$ cat src/sbc_defines.svh
// Summary of operation
// - drop frames in unsupported format for command
// - no response when frame CRC fails
// - reserved or unimplemented codes get no response
// - decode the ten supported command codes
// - finish each command before next frame
// - one reply during the following transfer
// - only init recognized until initialized
// - init data byte field layout decoded
// - reset address is preprogrammed or zero
// - invalid bank select gets no response
// - switch request one closes, zero open
// - program enable bit gates user OTP writes
// - test downstream node short, set fault
// - close switch only without fault and requested
// - blanking interval after closing the switch
// - preprogrammed: both addresses equal stored one
// - unprogrammed: frame address zero, new assigned
// - addressing failure: no assign, open, silent
// - adopt new address when conditions met
// - OTP check uses all-zero address bits
// - ignore init frames once initialized
// - ignore init assigning address zero
// - init reply reports the bus fault flag
`ifndef SBC_DEFINES_SVH
`define SBC_DEFINES_SVH

`define SBC_CLK_PERIOD_NS    40
`define SBC_BUS_TEST_TIME_NS 2000
`define SBC_BLANK_TIME_NS    100000

`define SBC_INIT_NV_BIT      7
`define SBC_INIT_BS_BIT      6
`define SBC_INIT_BANK_HI     5
`define SBC_INIT_BANK_LO     4
`define SBC_INIT_ADDR_HI     3
`define SBC_INIT_ADDR_LO     0

`define SBC_ADDR_ZERO        4'h0
`define SBC_VALID_BANK_MASK  4'h7
`define SBC_REPLY_ZERO       16'h0000
`define SBC_REPLY_PAD        3'h0

`endif

$ cat src/sbc_pkg.sv
package sbc_pkg;

    typedef enum logic [3:0] {
        SBC_CMD_INIT       = 4'b0000,
        SBC_CMD_STATUS     = 4'b0001,
        SBC_CMD_ACCEL      = 4'b0010,
        SBC_CMD_RSV3       = 4'b0011,
        SBC_CMD_IDENT      = 4'b0100,
        SBC_CMD_RSV5       = 4'b0101,
        SBC_CMD_RSV6       = 4'b0110,
        SBC_CMD_CLEAR      = 4'b0111,
        SBC_CMD_RSV8       = 4'b1000,
        SBC_CMD_NVM        = 4'b1001,
        SBC_CMD_FORMAT     = 4'b1010,
        SBC_CMD_READ_REG   = 4'b1011,
        SBC_CMD_ST_OFF     = 4'b1100,
        SBC_CMD_ST_ON      = 4'b1101,
        SBC_CMD_RSVE       = 4'b1110,
        SBC_CMD_REV_INIT   = 4'b1111
    } sbc_cmd_t;

    typedef enum logic [1:0] {
        SBC_ST_IDLE  = 2'b00,
        SBC_ST_TEST  = 2'b01,
        SBC_ST_BLANK = 2'b10,
        SBC_ST_DONE  = 2'b11
    } sbc_state_t;

    typedef struct packed {
        sbc_cmd_t    cmd;
        logic [3:0]  addr;
        logic [7:0]  data;
        logic        long_frame;
        logic        enhanced;
        logic        crc_ok;
    } sbc_frame_t;

    typedef struct packed {
        logic        valid;
        logic [15:0] word;
    } sbc_reply_t;

endpackage : sbc_pkg

$ cat src/sbc_pin_sync.sv
`timescale 1ns/1ps
// a change is taken only once the second and third stages agree, which also
// rejects a single-cycle glitch that made it past the first stage
module sbc_pin_sync (
    input  wire logic core_clk,
    input  wire logic reset_n,
    input  wire logic pin_in,
    output logic      level
);
    logic stage1;
    logic stage2;
    logic stage3;

    always_ff @(posedge core_clk or negedge reset_n) begin
        if (!reset_n) begin
            stage1 <= 1'b0;
            stage2 <= 1'b0;
            stage3 <= 1'b0;
            level  <= 1'b0;
        end else begin
            stage1 <= pin_in;
            stage2 <= stage1;
            stage3 <= stage2;
            if (stage2 == stage3) begin
                level <= stage3;
            end
        end
    end
endmodule : sbc_pin_sync

$ cat src/sbc_interval_timer.sv
`timescale 1ns/1ps
module sbc_interval_timer #(
    parameter int WIDTH = 12
) (
    input  wire logic             core_clk,
    input  wire logic             reset_n,
    input  wire logic             start,
    input  wire logic [WIDTH-1:0] length,
    output logic                  busy,
    output logic                  expired
);
    logic [WIDTH-1:0] remaining;
    wire              last_cycle = busy && (remaining == '0);

    always_ff @(posedge core_clk or negedge reset_n) begin
        if (!reset_n) begin
            remaining <= '0;
            busy      <= 1'b0;
            expired   <= 1'b0;
        end else begin
            expired <= last_cycle;
            if (start) begin
                remaining <= length - WIDTH'(1);
                busy      <= 1'b1;
            end else if (last_cycle) begin
                busy <= 1'b0;
            end else if (busy) begin
                remaining <= remaining - WIDTH'(1);
            end
        end
    end
endmodule : sbc_interval_timer

$ cat src/sbc_command_init.sv
`timescale 1ns/1ps
`include "sbc_defines.svh"
module sbc_command_init #(
    parameter int TEST_NS   = `SBC_BUS_TEST_TIME_NS,
    parameter int BLANK_NS  = `SBC_BLANK_TIME_NS,
    parameter int TIMER_W   = 16
) (
    input  wire logic               core_clk,
    input  wire logic               reset_n,
    input  wire logic               frame_valid,
    input  wire sbc_pkg::sbc_frame_t frame,
    input  wire logic               transfer_start,
    input  wire logic [15:0]        cmd_reply_word,
    input  wire logic [3:0]         otp_address,
    input  wire logic               otp_address_programmed,
    input  wire logic               downstream_bus_node,
    output sbc_pkg::sbc_reply_t     reply,
    output logic                    cmd_accept,
    output sbc_pkg::sbc_cmd_t       cmd_code,
    output logic [7:0]              cmd_data,
    output logic                    cmd_long,
    output logic                    ready,
    output logic                    initialized,
    output logic [3:0]              node_address,
    output logic                    bus_switch_close,
    output logic                    bus_fault_flag,
    output logic                    otp_program_enable,
    output logic [1:0]              bank_select,
    output logic [3:0]              otp_check_address
);
    // least times round up to whole cycles
    localparam int TEST_CYCLES_RAW  = (TEST_NS + `SBC_CLK_PERIOD_NS - 1) / `SBC_CLK_PERIOD_NS;
    localparam int BLANK_CYCLES_RAW = (BLANK_NS + `SBC_CLK_PERIOD_NS - 1) / `SBC_CLK_PERIOD_NS;
    localparam int TEST_CYCLES  = (TEST_CYCLES_RAW < 1) ? 1 : TEST_CYCLES_RAW;
    localparam int BLANK_CYCLES = (BLANK_CYCLES_RAW < 1) ? 1 : BLANK_CYCLES_RAW;
    localparam logic [TIMER_W-1:0] TEST_LEN  = TIMER_W'(TEST_CYCLES);
    localparam logic [TIMER_W-1:0] BLANK_LEN = TIMER_W'(BLANK_CYCLES);

    sbc_pkg::sbc_state_t state;
    sbc_pkg::sbc_state_t next_state;

    logic        bus_high;
    logic        timer_busy;
    logic        timer_expired;
    logic        address_loaded;
    logic        fault_seen;
    logic        pend_switch;
    logic        pend_nv;
    logic [1:0]  pend_bank;
    logic [3:0]  pend_addr;
    logic        reply_pending;
    logic [15:0] reply_word;

    sbc_pin_sync u_bus_sync (
        .core_clk (core_clk),
        .reset_n  (reset_n),
        .pin_in   (downstream_bus_node),
        .level    (bus_high)
    );

    // ---------------- frame screening ----------------
    wire [3:0] init_new_addr = frame.data[`SBC_INIT_ADDR_HI:`SBC_INIT_ADDR_LO];
    wire [1:0] init_bank     = frame.data[`SBC_INIT_BANK_HI:`SBC_INIT_BANK_LO];
    wire       init_switch   = frame.data[`SBC_INIT_BS_BIT];
    wire       init_nv       = frame.data[`SBC_INIT_NV_BIT];

    wire is_init     = (frame.cmd == sbc_pkg::SBC_CMD_INIT);
    wire long_only   = (frame.cmd == sbc_pkg::SBC_CMD_NVM)
                    || (frame.cmd == sbc_pkg::SBC_CMD_FORMAT)
                    || (frame.cmd == sbc_pkg::SBC_CMD_READ_REG);
    wire any_format  = (frame.cmd == sbc_pkg::SBC_CMD_STATUS)
                    || (frame.cmd == sbc_pkg::SBC_CMD_ACCEL)
                    || (frame.cmd == sbc_pkg::SBC_CMD_IDENT)
                    || (frame.cmd == sbc_pkg::SBC_CMD_CLEAR)
                    || (frame.cmd == sbc_pkg::SBC_CMD_ST_OFF)
                    || (frame.cmd == sbc_pkg::SBC_CMD_ST_ON);
    // codes 3,5,6,8,E,F fall through every term and are dropped silently
    wire implemented = is_init || long_only || any_format;

    wire format_ok   = is_init   ? (frame.long_frame && !frame.enhanced)
                     : long_only ? frame.long_frame
                     : any_format;

    // frames arriving while the init sequence runs are the master's fault
    wire frame_usable = frame_valid && ready && frame.crc_ok
                     && implemented && format_ok;

    // ---------------- initialization checks ----------------
    wire [3:0] bank_bits = `SBC_VALID_BANK_MASK >> init_bank;
    wire       bank_ok   = bank_bits[0];
    wire addr_ok_pre = (frame.addr == otp_address)
                    && (init_new_addr == otp_address);
    wire addr_ok_new = (frame.addr == `SBC_ADDR_ZERO);
    wire addr_ok     = otp_address_programmed ? addr_ok_pre : addr_ok_new;
    wire addr_nonzero = (init_new_addr != `SBC_ADDR_ZERO);

    wire init_take = frame_usable && is_init && !initialized
                  && bank_ok && addr_ok && addr_nonzero;

    // ---------------- ordinary commands ----------------
    wire cmd_take = frame_usable && !is_init && initialized
                 && (frame.addr == node_address);

    // ---------------- init sequence ----------------
    wire test_done  = (state == sbc_pkg::SBC_ST_TEST) && timer_expired;
    wire close_ok   = test_done && !fault_seen && !bus_high && pend_switch;
    wire seq_finish = (test_done && !close_ok)
                   || ((state == sbc_pkg::SBC_ST_BLANK) && timer_expired);
    wire timer_start = init_take || close_ok;
    wire [TIMER_W-1:0] timer_len = close_ok ? BLANK_LEN : TEST_LEN;

    sbc_interval_timer #(
        .WIDTH (TIMER_W)
    ) u_timer (
        .core_clk (core_clk),
        .reset_n  (reset_n),
        .start    (timer_start),
        .length   (timer_len),
        .busy     (timer_busy),
        .expired  (timer_expired)
    );

    always_comb begin
        next_state = state;
        case (state)
            sbc_pkg::SBC_ST_IDLE: begin
                if (init_take) begin
                    next_state = sbc_pkg::SBC_ST_TEST;
                end
            end
            sbc_pkg::SBC_ST_TEST: begin
                if (close_ok) begin
                    next_state = sbc_pkg::SBC_ST_BLANK;
                end else if (test_done) begin
                    next_state = sbc_pkg::SBC_ST_DONE;
                end
            end
            sbc_pkg::SBC_ST_BLANK: begin
                if (timer_expired) begin
                    next_state = sbc_pkg::SBC_ST_DONE;
                end
            end
            sbc_pkg::SBC_ST_DONE: begin
                next_state = sbc_pkg::SBC_ST_DONE;
            end
            default: begin
                next_state = sbc_pkg::SBC_ST_IDLE;
            end
        endcase
    end

    // ready drops only for the test and blanking span; each command otherwise
    // completes in the cycle it is taken
    assign ready       = (state == sbc_pkg::SBC_ST_IDLE)
                      || (state == sbc_pkg::SBC_ST_DONE);
    assign initialized = (state == sbc_pkg::SBC_ST_DONE);

    // the new address never takes part in the user OTP error check
    assign otp_check_address = `SBC_ADDR_ZERO;

    always_ff @(posedge core_clk or negedge reset_n) begin
        if (!reset_n) begin
            state <= sbc_pkg::SBC_ST_IDLE;
        end else begin
            state <= next_state;
        end
    end

    // address straps are caught on the first edge after release, not in reset
    always_ff @(posedge core_clk or negedge reset_n) begin
        if (!reset_n) begin
            address_loaded <= 1'b0;
            node_address   <= `SBC_ADDR_ZERO;
        end else if (!address_loaded) begin
            address_loaded <= 1'b1;
            node_address   <= otp_address_programmed ? otp_address
                                                     : `SBC_ADDR_ZERO;
        end else if (seq_finish) begin
            node_address <= pend_addr;
        end
    end

    // init fields are held until the sequence ends, so a failed address check
    // leaves the switch, bank and program enable untouched
    always_ff @(posedge core_clk or negedge reset_n) begin
        if (!reset_n) begin
            pend_switch <= 1'b0;
            pend_nv     <= 1'b0;
            pend_bank   <= 2'h0;
            pend_addr   <= `SBC_ADDR_ZERO;
        end else if (init_take) begin
            pend_switch <= init_switch;
            pend_nv     <= init_nv;
            pend_bank   <= init_bank;
            pend_addr   <= init_new_addr;
        end
    end

    // any high sample during the test window counts as a short
    always_ff @(posedge core_clk or negedge reset_n) begin
        if (!reset_n) begin
            fault_seen <= 1'b0;
        end else if (init_take) begin
            fault_seen <= 1'b0;
        end else if ((state == sbc_pkg::SBC_ST_TEST) && bus_high) begin
            fault_seen <= 1'b1;
        end
    end

    always_ff @(posedge core_clk or negedge reset_n) begin
        if (!reset_n) begin
            bus_fault_flag <= 1'b0;
        end else if (test_done) begin
            bus_fault_flag <= fault_seen || bus_high;
        end
    end

    always_ff @(posedge core_clk or negedge reset_n) begin
        if (!reset_n) begin
            bus_switch_close <= 1'b0;
        end else if (close_ok) begin
            bus_switch_close <= 1'b1;
        end
    end

    always_ff @(posedge core_clk or negedge reset_n) begin
        if (!reset_n) begin
            otp_program_enable <= 1'b0;
            bank_select        <= 2'h0;
        end else if (seq_finish) begin
            otp_program_enable <= pend_nv;
            bank_select        <= pend_bank;
        end
    end

    // ---------------- command hand-off ----------------
    always_ff @(posedge core_clk or negedge reset_n) begin
        if (!reset_n) begin
            cmd_accept <= 1'b0;
            cmd_code   <= sbc_pkg::SBC_CMD_INIT;
            cmd_data   <= 8'h00;
            cmd_long   <= 1'b0;
        end else begin
            cmd_accept <= cmd_take;
            if (cmd_take) begin
                cmd_code <= frame.cmd;
                cmd_data <= frame.data;
                cmd_long <= frame.long_frame;
            end
        end
    end

    // ---------------- reply ----------------
    // init reply is formed at the end of the sequence so it carries the
    // settled fault result; the next transfer start sends it once
    wire [15:0] init_reply = {pend_addr, `SBC_REPLY_PAD,
                              (fault_seen || bus_high) && test_done ? 1'b1 :
                              bus_fault_flag,
                              pend_nv, pend_switch, pend_bank, pend_addr};

    always_ff @(posedge core_clk or negedge reset_n) begin
        if (!reset_n) begin
            reply_pending <= 1'b0;
            reply_word    <= `SBC_REPLY_ZERO;
        end else if (seq_finish) begin
            reply_pending <= 1'b1;
            reply_word    <= init_reply;
        end else if (cmd_take) begin
            reply_pending <= 1'b1;
            reply_word    <= cmd_reply_word;
        end else if (transfer_start) begin
            reply_pending <= 1'b0;
        end
    end

    always_ff @(posedge core_clk or negedge reset_n) begin
        if (!reset_n) begin
            reply <= '0;
        end else begin
            reply.valid <= transfer_start && reply_pending;
            if (transfer_start && reply_pending) begin
                reply.word <= reply_word;
            end
        end
    end

    wire unused_timer_busy = timer_busy;

endmodule : sbc_command_init

$ cat config.mk
export PLATFORM = sky130hd
export DESIGN_NAME = sbc_command_init
export DESIGN_NICKNAME = d
export VERILOG_FILES = /design/src/sbc_pkg.sv /design/src/sbc_pin_sync.sv /design/src/sbc_interval_timer.sv /design/src/sbc_command_init.sv
export VERILOG_INCLUDE_DIRS = /design/src
export SDC_FILE = /design/constraint.sdc
export NUM_CORES = 1
export LEC_CHECK = 0
export BUFFER_PORTS_ARGS = -buffer_cell sky130_fd_sc_hd__buf_2
export CAP_MARGIN = 15
export CORE_ASPECT_RATIO = 1.75
export CORE_UTILIZATION = 55
export CTS_CLUSTER_DIAMETER = 80
export CTS_CLUSTER_SIZE = 30
export DETAILED_ROUTE_END_ITERATION = 16
export PLACE_DENSITY = 0.8
export SYNTH_ARGS = -nofsm -noshare
export SYNTH_HDL_FRONTEND = slang
export SYNTH_SLANG_ARGS = --single-unit
$ cat constraint.sdc
create_clock -name core_clk -period 2.6 [get_ports core_clk]
set_clock_uncertainty 0.1 [all_clocks]
set_input_delay 0.13 -clock core_clk [delete_from_list [all_inputs] [get_ports core_clk]]
set_output_delay 0.13 -clock core_clk [all_outputs]
set_load 0.01 [all_outputs]
Word level (Yosys, flattened, before mapping)
Index checks and enable logic that the tools add are counted.
{"block": "word_totals", "input_bits": 45, "output_inout_bits": 46, "register_bits": 91}
{"block": "op_classes", "eq_ne": 21, "n_reduce_logical": 55, "addsub": 2, "n_shift": 1, "n_mux": 25}
{"cell": "two-way mux 16 bit", "count": 5}
{"cell": "logical AND 1 bit", "count": 24}
{"cell": "== test 4 bit, second input constant", "count": 5}
{"cell": "logical NOT 16 bit", "count": 1}
{"cell": "subtractor 16 x 1 -> 16 bit, second input constant", "count": 1}
{"cell": "logical OR 1 bit", "count": 13}
{"cell": "subtractor 12 x 1 -> 13 bit, second input constant", "count": 1}
{"cell": "== test 4 bit", "count": 3}
{"cell": "two-way mux 12 bit", "count": 1}
{"cell": "two-way mux 4 bit", "count": 3}
{"cell": "two-way mux 1 bit", "count": 11}
{"cell": "== test 4 x 3 -> 1 bit, second input constant", "count": 2}
{"cell": "logical NOT 4 bit", "count": 2}
{"cell": "two-way mux 2 bit", "count": 4}
{"cell": "case mux 2 bit (4 select lines)", "count": 1}
{"cell": "nonzero test 2 bit", "count": 4}
{"cell": "logical NOT 1 bit", "count": 6}
{"cell": "== test 2 bit, second input constant", "count": 2}
{"cell": "== test 4 x 1 -> 1 bit, second input constant", "count": 1}
{"cell": "== test 4 x 2 -> 1 bit, second input constant", "count": 1}
{"cell": "!= test 2 x 1 -> 1 bit, second input constant", "count": 2}
{"cell": "!= test 2 bit, second input constant", "count": 2}
{"cell": "nonzero test 4 bit", "count": 1}
{"cell": "!= test 3 bit, second input constant", "count": 1}
{"cell": "7 further kinds", "count": 7}

Depth between registers and ports, before layout
Gate-level depths: netlist (run 1).
{"block": "depth", "ltp_word": 17, "depth_mapped": 9}

Hierarchy
A second synthesis (run 1) with hierarchy kept.
{"block": "hier_totals", "cells_unflattened": 423, "area_unflattened_um2": 4724.5}
{"module": "sbc_command_init", "n_inst": 1, "seq_area_each_um2": 1726.7, "area_each_um2": 3169.3, "cells_per_inst": 277}
{"module": "sbc_interval_timer", "n_inst": 1, "seq_area_each_um2": 450.4, "area_each_um2": 1443.9, "cells_per_inst": 141}
{"module": "sbc_pin_sync", "n_inst": 1, "seq_area_each_um2": 100.1, "area_each_um2": 111.4, "cells_per_inst": 5}

Worst setup path before layout (run 1)
OpenSTA, ideal clock, no wires.
{"block": "synth_path", "path_kind": "register to register", "from": "register state[0]", "to": "register pend_nv", "synth_period_minus_slack_ps": 2207, "t_required_ps": 2375, "path_stages_with_launch": 8, "path_slack_ps": 393, "arrival_ps": 1982, "cell_sequence": "dfrtp_1 > inv_1 > ha_1 > nand3b_1 > a31oi_1 > o211ai_2 > nor3_4 > mux2_2"}
{"block": "synth_between", "elab_chain_len": 11, "word_cells_on_any_way": 13, "cone_classes": "eq/ne: 1; reduce/logical: 12"}
{"item": "start: declaration", "line": "sbc_command_init.sv:39", "rtl": "sbc_pkg::sbc_state_t state;"}
{"item": "start signal: assignment", "line": "sbc_command_init.sv:163", "rtl": "state <= sbc_pkg::SBC_ST_IDLE;"}
{"item": "start signal: assignment", "line": "sbc_command_init.sv:165", "rtl": "state <= next_state;"}
{"item": "== test 2 bit or logical NOT 2 bit (tied branches)", "line": "sbc_command_init.sv:155, sbc_command_init.sv:156, sbc_command_init.sv:154"}
{"item": "logical OR 1 bit", "line": "sbc_command_init.sv:155", "rtl": "|| (state == sbc_pkg::SBC_ST_DONE);"}
{"item": "logical AND 1 bit (2 in series)", "line": "sbc_command_init.sv:85", "rtl": "wire frame_usable = frame_valid && ready && frame.crc_ok"}
{"item": "logical AND 1 bit (2 in series)", "line": "sbc_command_init.sv:86", "rtl": "&& implemented && format_ok;"}
{"item": "logical AND 1 bit", "line": "sbc_command_init.sv:97", "rtl": "wire init_take = frame_usable && is_init && !initialized"}
{"item": "logical AND 1 bit *", "line": "sbc_command_init.sv:97"}
{"item": "logical AND 1 bit * (3 in series)", "line": "sbc_command_init.sv:98", "rtl": "&& bank_ok && addr_ok && addr_nonzero;"}
{"item": "end signal: assignment", "line": "sbc_command_init.sv:193", "rtl": "pend_nv <= init_nv;"}
{"item": "end: declaration", "line": "sbc_command_init.sv:48", "rtl": "logic pend_nv;"}
Mark *: on every way between the ends. The rest lies on a longest branch, timed or not.
A chain may end at the register's enable or synchronous reset.

Worst setup path in the final report (run 1)
{"block": "layout_path", "from": "register state[0]", "to": "register state[1]"}
{"block": "layout_between", "elab_chain_len": 13, "word_cells_on_any_way": 25, "cone_classes": "eq/ne: 6; mux: 2; reduce/logical: 17"}
{"item": "== test 2 bit or logical NOT 2 bit (tied branches)"}
{"item": "logical OR 1 bit", "line": "sbc_command_init.sv:155"}
{"item": "logical AND 1 bit (2 in series)", "line": "sbc_command_init.sv:85"}
{"item": "logical AND 1 bit (2 in series)", "line": "sbc_command_init.sv:86"}
{"item": "logical AND 1 bit (2 in series)", "line": "sbc_command_init.sv:97"}
{"item": "logical AND 1 bit (3 in series)", "line": "sbc_command_init.sv:98"}
{"item": "!= test 2 bit (no line)"}
{"item": "AND reduction 3 bit (no line)"}
Several ways; a longest one is shown, not always the timed one.

==> impl_metrics.csv, run 1 <==
group,metric,value,unit
timing,fmax,406,MHz
timing,maxSlewHeadroom,53.4,%
clock_network,post-cts-setup-buffer-count,0,
timing,layout_min_cycle_time,2.46,ns
detailed_routing,drt-vias-per-instance,5.86,
timing,hold_viol,0,
detailed_routing,dr.pass1.iters,5,
cells_and_area,layout_commonest_cell,"dfrtp_1",
cells_and_area,syn_to_final_growth,24.1,%
global_routing,grt_max_degree,49,
logic_synthesis,ys_types,56,
setup_path,critPathLaunch,"state[0]$_DFFE_PN0P_",
global_routing,overflow,0,
global_routing,grt_pass1_vias,3530,
setup_path,worstPathArrival,2.55,ns
detailed_routing,route.detailed.drc,0,
flow_run,drv_cap,0,
logic_synthesis,synth-edff-count,0,
clock_network,clk_pin_slew,0.06,ns
min_path,holdCritPathClass,"in2reg",
logic_synthesis,synth_area,4320,um^2
cells_and_area,final_cells,591,
setup_path,cp-end-kind,"flip-flop",
clock_network,clkLatencyLatePin,0.34,ns
cells_and_area,diodes,0,
global_routing,grt_use_met1,30.1,%
floorplan,core,7570,um^2
timing,worst_slew_pin_slew,0.697,ns
detailed_routing,drtAntennaViolNets,0,
global_routing,grt-busiest-layer,"met2",
detailed_routing,initialDrtViolationCount,237,
timing,finalCritPeriodShare,94.7,%
logic_synthesis,ys.flop_type,"dfrtp_1",
place,dpl.hpwl,7.04,mm
setup_path,reg2reg_depth,8,
logic_synthesis,ys_ff_latch,91,
floorplan,die-area,8230,um^2
place,gp_congestion,0.879,
global_routing,antenna_found_initial,0,
setup_path,reg2reg_to,"state[1]$_DFFE_PN0P_",
logic_synthesis,syn-instance-count,386,
floorplan,placement_rows,42,
logic_synthesis,async_reset_ff_share,100,%
setup_path,timing.rr.start,"state[0]$_DFFE_PN0P_",
floorplan,die_w,69.0,um
power_and_ir_drop,p_leak,2.67,nW
global_routing,grt_usage,25.9,%
clock_network,htreeDepth,3,
clock_network,cts_buffers,9,
global_routing,grt_pass1_wl,16.7,mm
setup_path,crit_end,"state[1]$_DFFE_PN0P_",
power_and_ir_drop,worst_ir_drop_vdd,456,uV
cells_and_area,fillers,582,
clock_network,cts_tree,"yes",
cells_and_area,drive_gt1_share,31.8,%
global_routing,grt_use_met3,4.82,%
setup_path,worstPathMaxFanout,17,
detailed_routing,wire_per_inst,17.3,um
place,place_area,4810,um^2
logic_synthesis,ys_seq_area_share,52.7,%
clock_network,clockBufferDepth,2,
logic_synthesis,synth_warnings,0,
status,status,"complete, no violations",
floorplan,start_util,57.1,%
clock_network,clock_sinks,91,
floorplan,io-pin-count,91,
setup_path,startpoint_type,"flip-flop",
cells_and_area,nets,548,
place,io_buffers,86,
logic_synthesis,synth.avg_cell_area,11.2,um^2
timing,final-setup-viol-count,0,
detailed_routing,vias,3461,
setup_path,cp.required,2.69,ns
setup_path,ff2ff_setup_slack,0.14,ns
global_routing,grt_use_met2,44.7,%
timing,drv_slew,0,
cells_and_area,final_cell_mix,"dfrtp_1 (91), buf_2 (85), mux2_2 (31)",
power_and_ir_drop,powerDensity,653,nW/um^2
floorplan,die_h,119,um
cells_and_area,final_area,5370,um^2
setup_path,crit_type,"reg2reg",
place,place_inst,551,
detailed_routing,routed_wl,10.2,mm
clock_network,clockRootBuffer,"clkbuf_16",
-- metal layers --
| layer | wire length [um] | up-vias |
|---|---|---|
| met5 | 0 | - |
| met3 | 398 | 31 |
| met4 | 326 | 0 |
| li1 | - | 1612 |
| met1 | 3870 | 1709 |
| met2 | 5610 | 109 |
-- cell type report --
| type | instances | area (um^2) | share of cell area (%) |
|---|---|---|---|
| clock inverters | 4 | 48.8 | 0.909 |
| clock buffers | 12 | 256 | 4.78 |
| repair buffers | 117 | 739 | 13.8 |
| flip-flops and latches | 91 | 2280 | 42.4 |
| inverters | 9 | 33.8 | 0.629 |
| well taps | 88 | 110 | 2.05 |
| multi-input cells | 270 | 1900 | 35.4 |
-- per-stage QoR --
stage / setup WS (ns) / power [mW] / utilization, % / TNS [ns] / hold WS, ns
4_1_cts: 0.148 / 3.52 / 70.7 / 0 / 0.000892
2_1_floorplan: 0.393 / 1.95 / - / 0 / -0.266
3_5_place_dp: 0.161 / 2.18 / 63.6 / 0 / 0.0729
3_3_place_gp: 0.292 / 2.16 / 63.6 / 0 / 0.0598
6_report: 0.138 / 3.50 / 70.9 / 0 / 0.00470
5_1_grt: -0.0173 / 3.65 / 70.9 / -0.0173 / 0.00627
-- registers in the layout (all words and copies together), names as in the netlist, 2 cells and up --
name and cells:
bank_select 2, cmd_code 4, cmd_data 8, node_address 4, pend_addr 4, pend_bank 2, reply 17, reply_word 16
state 2, u_timer.remaining 16
-- synth_stat cells (all sizes together), types with 2 or more instances --
cell / instances / area, um^2
dfrtp: 91 / 2280
mux2: 38 / 454
nand2: 27 / 118
o21ai: 25 / 125
nor2: 24 / 90.1
a21oi: 22 / 110
buf: 15 / 114
nor3: 15 / 91.3
a31oi: 14 / 87.6
nand3: 12 / 65.1
mux2i: 11 / 110
inv: 9 / 33.8
and3: 8 / 50.1
a211oi: 7 / 52.6
nor4: 7 / 58.8
nand2b: 6 / 45.0
ha: 5 / 62.6
xnor2: 5 / 43.8
clkbuf: 4 / 15.0
xor2: 4 / 35.0
nand4: 3 / 18.8
nor2b: 3 / 18.8
o211ai: 3 / 27.5
o22ai: 3 / 18.8
or2: 3 / 18.8
conb: 2 / 7.51
nor4b: 2 / 23.8
or3: 2 / 12.5
or3b: 2 / 17.5
or4: 2 / 15.0
-- where the power goes --
group	total [mW]	switching, mW	internal [mW]
Clock	1.31	0.518	0.795
Sequential	1.68	0.0937	1.59
Combinational	0.509	0.251	0.259
Total	3.50	0.862	2.64
-- how the worst min path moves through the flow --
stage                               from                                to  slack, ns  cells after the start
after floorplan                  reset_n          address_loaded$_DFF_PN0_      -0.27                      0
after global placement           reset_n  u_timer.remaining[9]$_DFFE_PN0P_       0.06                      1
after detailed placement         reset_n  u_timer.remaining[9]$_DFFE_PN0P_       0.07                      1
after CTS                 transfer_start         reply_pending$_DFFE_PN0P_     0.0009                      3
after global routing      transfer_start         reply_pending$_DFFE_PN0P_      0.006                      3
final                     transfer_start         reply_pending$_DFFE_PN0P_      0.005                      3
-- repair_timing --
action | 4_1_cts | 5_1_grt
gates resized for setup | 0 | 1
hold buffers | 23 | 0
endpoints found under the setup margin | 0 | 2
endpoints found under the hold margin | 67 | 0
-- logic make-up (layout without fill, tap and decap cells) --
family                   Yosys count  count (layout)  share of synthesized area, %
AND/OR/NAND/NOR                  120             120                          15.7
other                              2               5                         0.174
buffers and inverters             28             142                          3.76
adder cells (fa/ha/maj)            6               6                          1.68
multiplexers                      49              49                          13.0
flip-flops                        91              91                          52.7
XOR/XNOR                           9               9                          1.82
AO/OA/AOI/OAI                     81              81                          11.1
-- critical path, stage by stage, from the launching register on --
cell,delay (ns)
dfrtp_1,0.40
inv_1,0.10
ha_1,0.33
nand3b_1,0.21
a31oi_2,0.25
o211ai_2,0.17
buf_4,0.22
nor4_1,0.36
o22ai_1,0.18
(Power assumes the default switching activity.)
==> run 2, diff against run 1 <==
Settings changed: BUFFER_PORTS_ARGS -buffer_cell sky130_fd_sc_hd__buf_2 to default, CTS_BUF_LIST from default to sky130_fd_sc_hd__clkbuf_4 sky130_fd_sc_hd__clkbuf_8, DONT_BUFFER_PORTS from default to 1, PLACE_DENSITY 0.8 to 0.7.
==> run 2 against run 1 <==
Against the previous run: fmax up 0.43%; sequential share of layout area up 3.1 points; utilization down 4.9 points; global-route usage down 0.23 points; wire length about the same; sequential power up 4%.
==> impl_metrics.csv, run 2 (synthesized netlist as in run 1, its figures left out) <==
group,metric,value,unit
status,status,"complete, no violations",
cells_and_area,top_register,"reply",
power_and_ir_drop,worst_ir_drop_vdd,432,uV
cells_and_area,syn_to_final_growth,15.6,%
setup_path,crit_slowest_cell,"dfrtp_1",
clock_network,clockBufferDepth,2,
setup_path,reg2reg_to,"pend_addr[0]$_DFFE_PN0P_",
timing,hold_viol,0,
flow_run,drv_cap,0,
power_and_ir_drop,p_leak,2.31,nW
clock_network,htreeDepth,3,
place,pre_cts_ws,0.151,ns
timing,rsz0062_at_grt,"no",
min_path,holdCritPathClass,"in2reg",
setup_path,cp-end-kind,"flip-flop",
setup_path,cp_slowest_stage_delay,0.41,ns
cells_and_area,biggestRegsByFlops,"reply x17, reply_word x16, u_timer.remaining x16",
place,io_buffers,0,
timing,maxSlewHeadroom,50.2,%
setup_path,crit_type,"reg2reg",
cells_and_area,fillers,592,
timing,worst_slew_pin_slew,0.745,ns
timing,drv_slew,0,
clock_network,clkLatencyLatePin,0.36,ns
clock_network,clock_sinks,91,
floorplan,die_w,69.0,um
min_path,hold_start,"frame[0]",
detailed_routing,route.detailed.drc,0,
min_path,min_path_cells,4,
clock_network,cts_tree,"yes",
min_path,hold_end,"u_timer.busy$_DFFE_PN0P_",
detailed_routing,drtAntennaViolNets,0,
floorplan,die_h,119,um
global_routing,overflow,0,
global_routing,antenna_found_initial,0,
detailed_routing,routed_wl,10.2,mm
cells_and_area,drive_gt1_share,17.6,%
cells_and_area,nets,482,
detailed_routing,vias,3205,
clock_network,clockRootBuffer,"clkbuf_8",
cells_and_area,layout_commonest_cell,"dfrtp_1",
detailed_routing,initialDrtViolationCount,144,
setup_path,reg2reg_depth,7,
global_routing,grt_pass1_vias,3348,
detailed_routing,drt-vias-per-instance,6.10,
cells_and_area,diodes,0,
cells_and_area,largest_reg_flops,17,
setup_path,path_buf_inv,1,
clock_network,cts_buffers,9,
global_routing,grt_max_degree,92,
floorplan,die-area,8230,um^2
setup_path,worstPathArrival,2.60,ns
timing,timing.setup.tns,0,ns
floorplan,core,7570,um^2
detailed_routing,wire_per_inst,19.4,um
floorplan,io-pin-count,91,
setup_path,timing.rr.start,"state[0]$_DFFE_PN0P_",
global_routing,grt_pass1_wl,16.5,mm
timing,final-setup-viol-count,0,
timing,fmax,408,MHz
setup_path,worstPathMaxFanout,10,
setup_path,cp_cell_sequence,"inv_1 > ha_1 > nand3b_1 > a31oi_1 > o211a_1 > nand3_2 > mux2_2",
clock_network,post-cts-setup-buffer-count,0,
setup_path,crit_family,"compound AO/OA/AOI/OAI gates",
power_and_ir_drop,powerDensity,594,nW/um^2
setup_path,ff2ff_setup_slack,0.15,ns
timing,layout_setup_ws,0.148,ns
clock_network,clk_pin_slew,0.09,ns
place,gp_congestion,0.835,
cells_and_area,final_cell_mix,"dfrtp_1 (91), dlygate4sd3_1 (40), mux2_2 (31)",
detailed_routing,dr.pass1.iters,4,
setup_path,cp.required,2.75,ns
timing,finalCritPeriodShare,94.3,%
floorplan,placement_rows,42,
timing,layout_min_cycle_time,2.45,ns
place,dpl.hpwl,6.84,mm
setup_path,startpoint_type,"flip-flop",
global_routing,grt_usage,25.7,%
floorplan,start_util,57.1,%
run 2: cell types whose count changed in the layout (fill, tap and decap cells not counted), moves of 2 or more:
cell           previous run  this run
buf_4                     7        10
clkbuf_4                  0         2
dlygate4sd3_1            23        40
clkbuf_16                 9         0
buf_2                    85         0
clkbuf_8                  2        10
run 2: worst max-delay path by stage:
| stage | depth (start not counted) | from | to | slack, ns |
|---|---|---|---|---|
| floorplan | 7 | state[0]$_DFFE_PN0P_ | pend_nv$_DFFE_PN0P_ | 0.39 |
| detailed placement | 7 | state[0]$_DFFE_PN0P_ | pend_bank[1]$_DFFE_PN0P_ | 0.15 |
| global placement | 7 | state[0]$_DFFE_PN0P_ | pend_addr[0]$_DFFE_PN0P_ | 0.29 |
| global route | 7 | state[0]$_DFFE_PN0P_ | pend_addr[0]$_DFFE_PN0P_ | 0.02 |
| CTS | 7 | state[0]$_DFFE_PN0P_ | pend_addr[1]$_DFFE_PN0P_ | 0.14 |
| finish | 7 | state[0]$_DFFE_PN0P_ | pend_addr[0]$_DFFE_PN0P_ | 0.15 |
run 2: cell type report:
type	instances	area, um^2	share of cell area, %
repair buffers	51	503	10.1
flip-flops and latches	91	2280	45.6
clock inverters	4	26.3	0.526
well taps	88	110	2.20
clock buffers	12	153	3.05
inverters	9	33.8	0.676
multi-input cells	270	1900	37.9
run 2: metal layers:
| metal | vias to the layer above | share of wire [%] | global-route usage, % |
|---|---|---|---|
| li1 | 1475 | - | - |
| met1 | 1610 | 38 | 28.4 |
| met2 | 97 | 55 | 46.2 |
| met3 | 23 | 4.6 | 6.18 |
| met4 | 0 | 2.5 | 10.8 |
| met5 | - | 0 | 0 |
run 2: per-stage QoR:
step                      power [mW]  instance area (um^2)  cells  hold slack [ns]  utilization, %
final                           2.97                  5000    525           0.0175            66.1
after global routing            3.08                  5000    525           0.0311            66.1
after CTS                       2.97                  5000    525          0.00266            66.1
after detailed placement        2.02                  4390    468           -0.263            58.0
after global placement          2.00                  4390    468           -0.263            58.0
after floorplan                 1.95                  4340    389           -0.266               -
run 2: where the power goes:
group | internal (mW) | switching [mW] | total (mW) | leakage, nW
Clock | 0.394 | 0.490 | 0.884 | 0.0932
Combinational | 0.193 | 0.145 | 0.338 | 1.07
Sequential | 1.58 | 0.163 | 1.75 | 1.14
run 2: timing repair:
action / CTS / global route
hold buffers: 41 / 0
gates resized for setup: 0 / 0
endpoints found under the hold margin: 135 / 0
endpoints found under the setup margin: 0 / 0
run 2: worst min-delay path, delay by kind of cell:
family	cells	cell delay [ns]
AND/OR/NAND/NOR	3	0.24
AO/OA/AOI/OAI	1	0.07
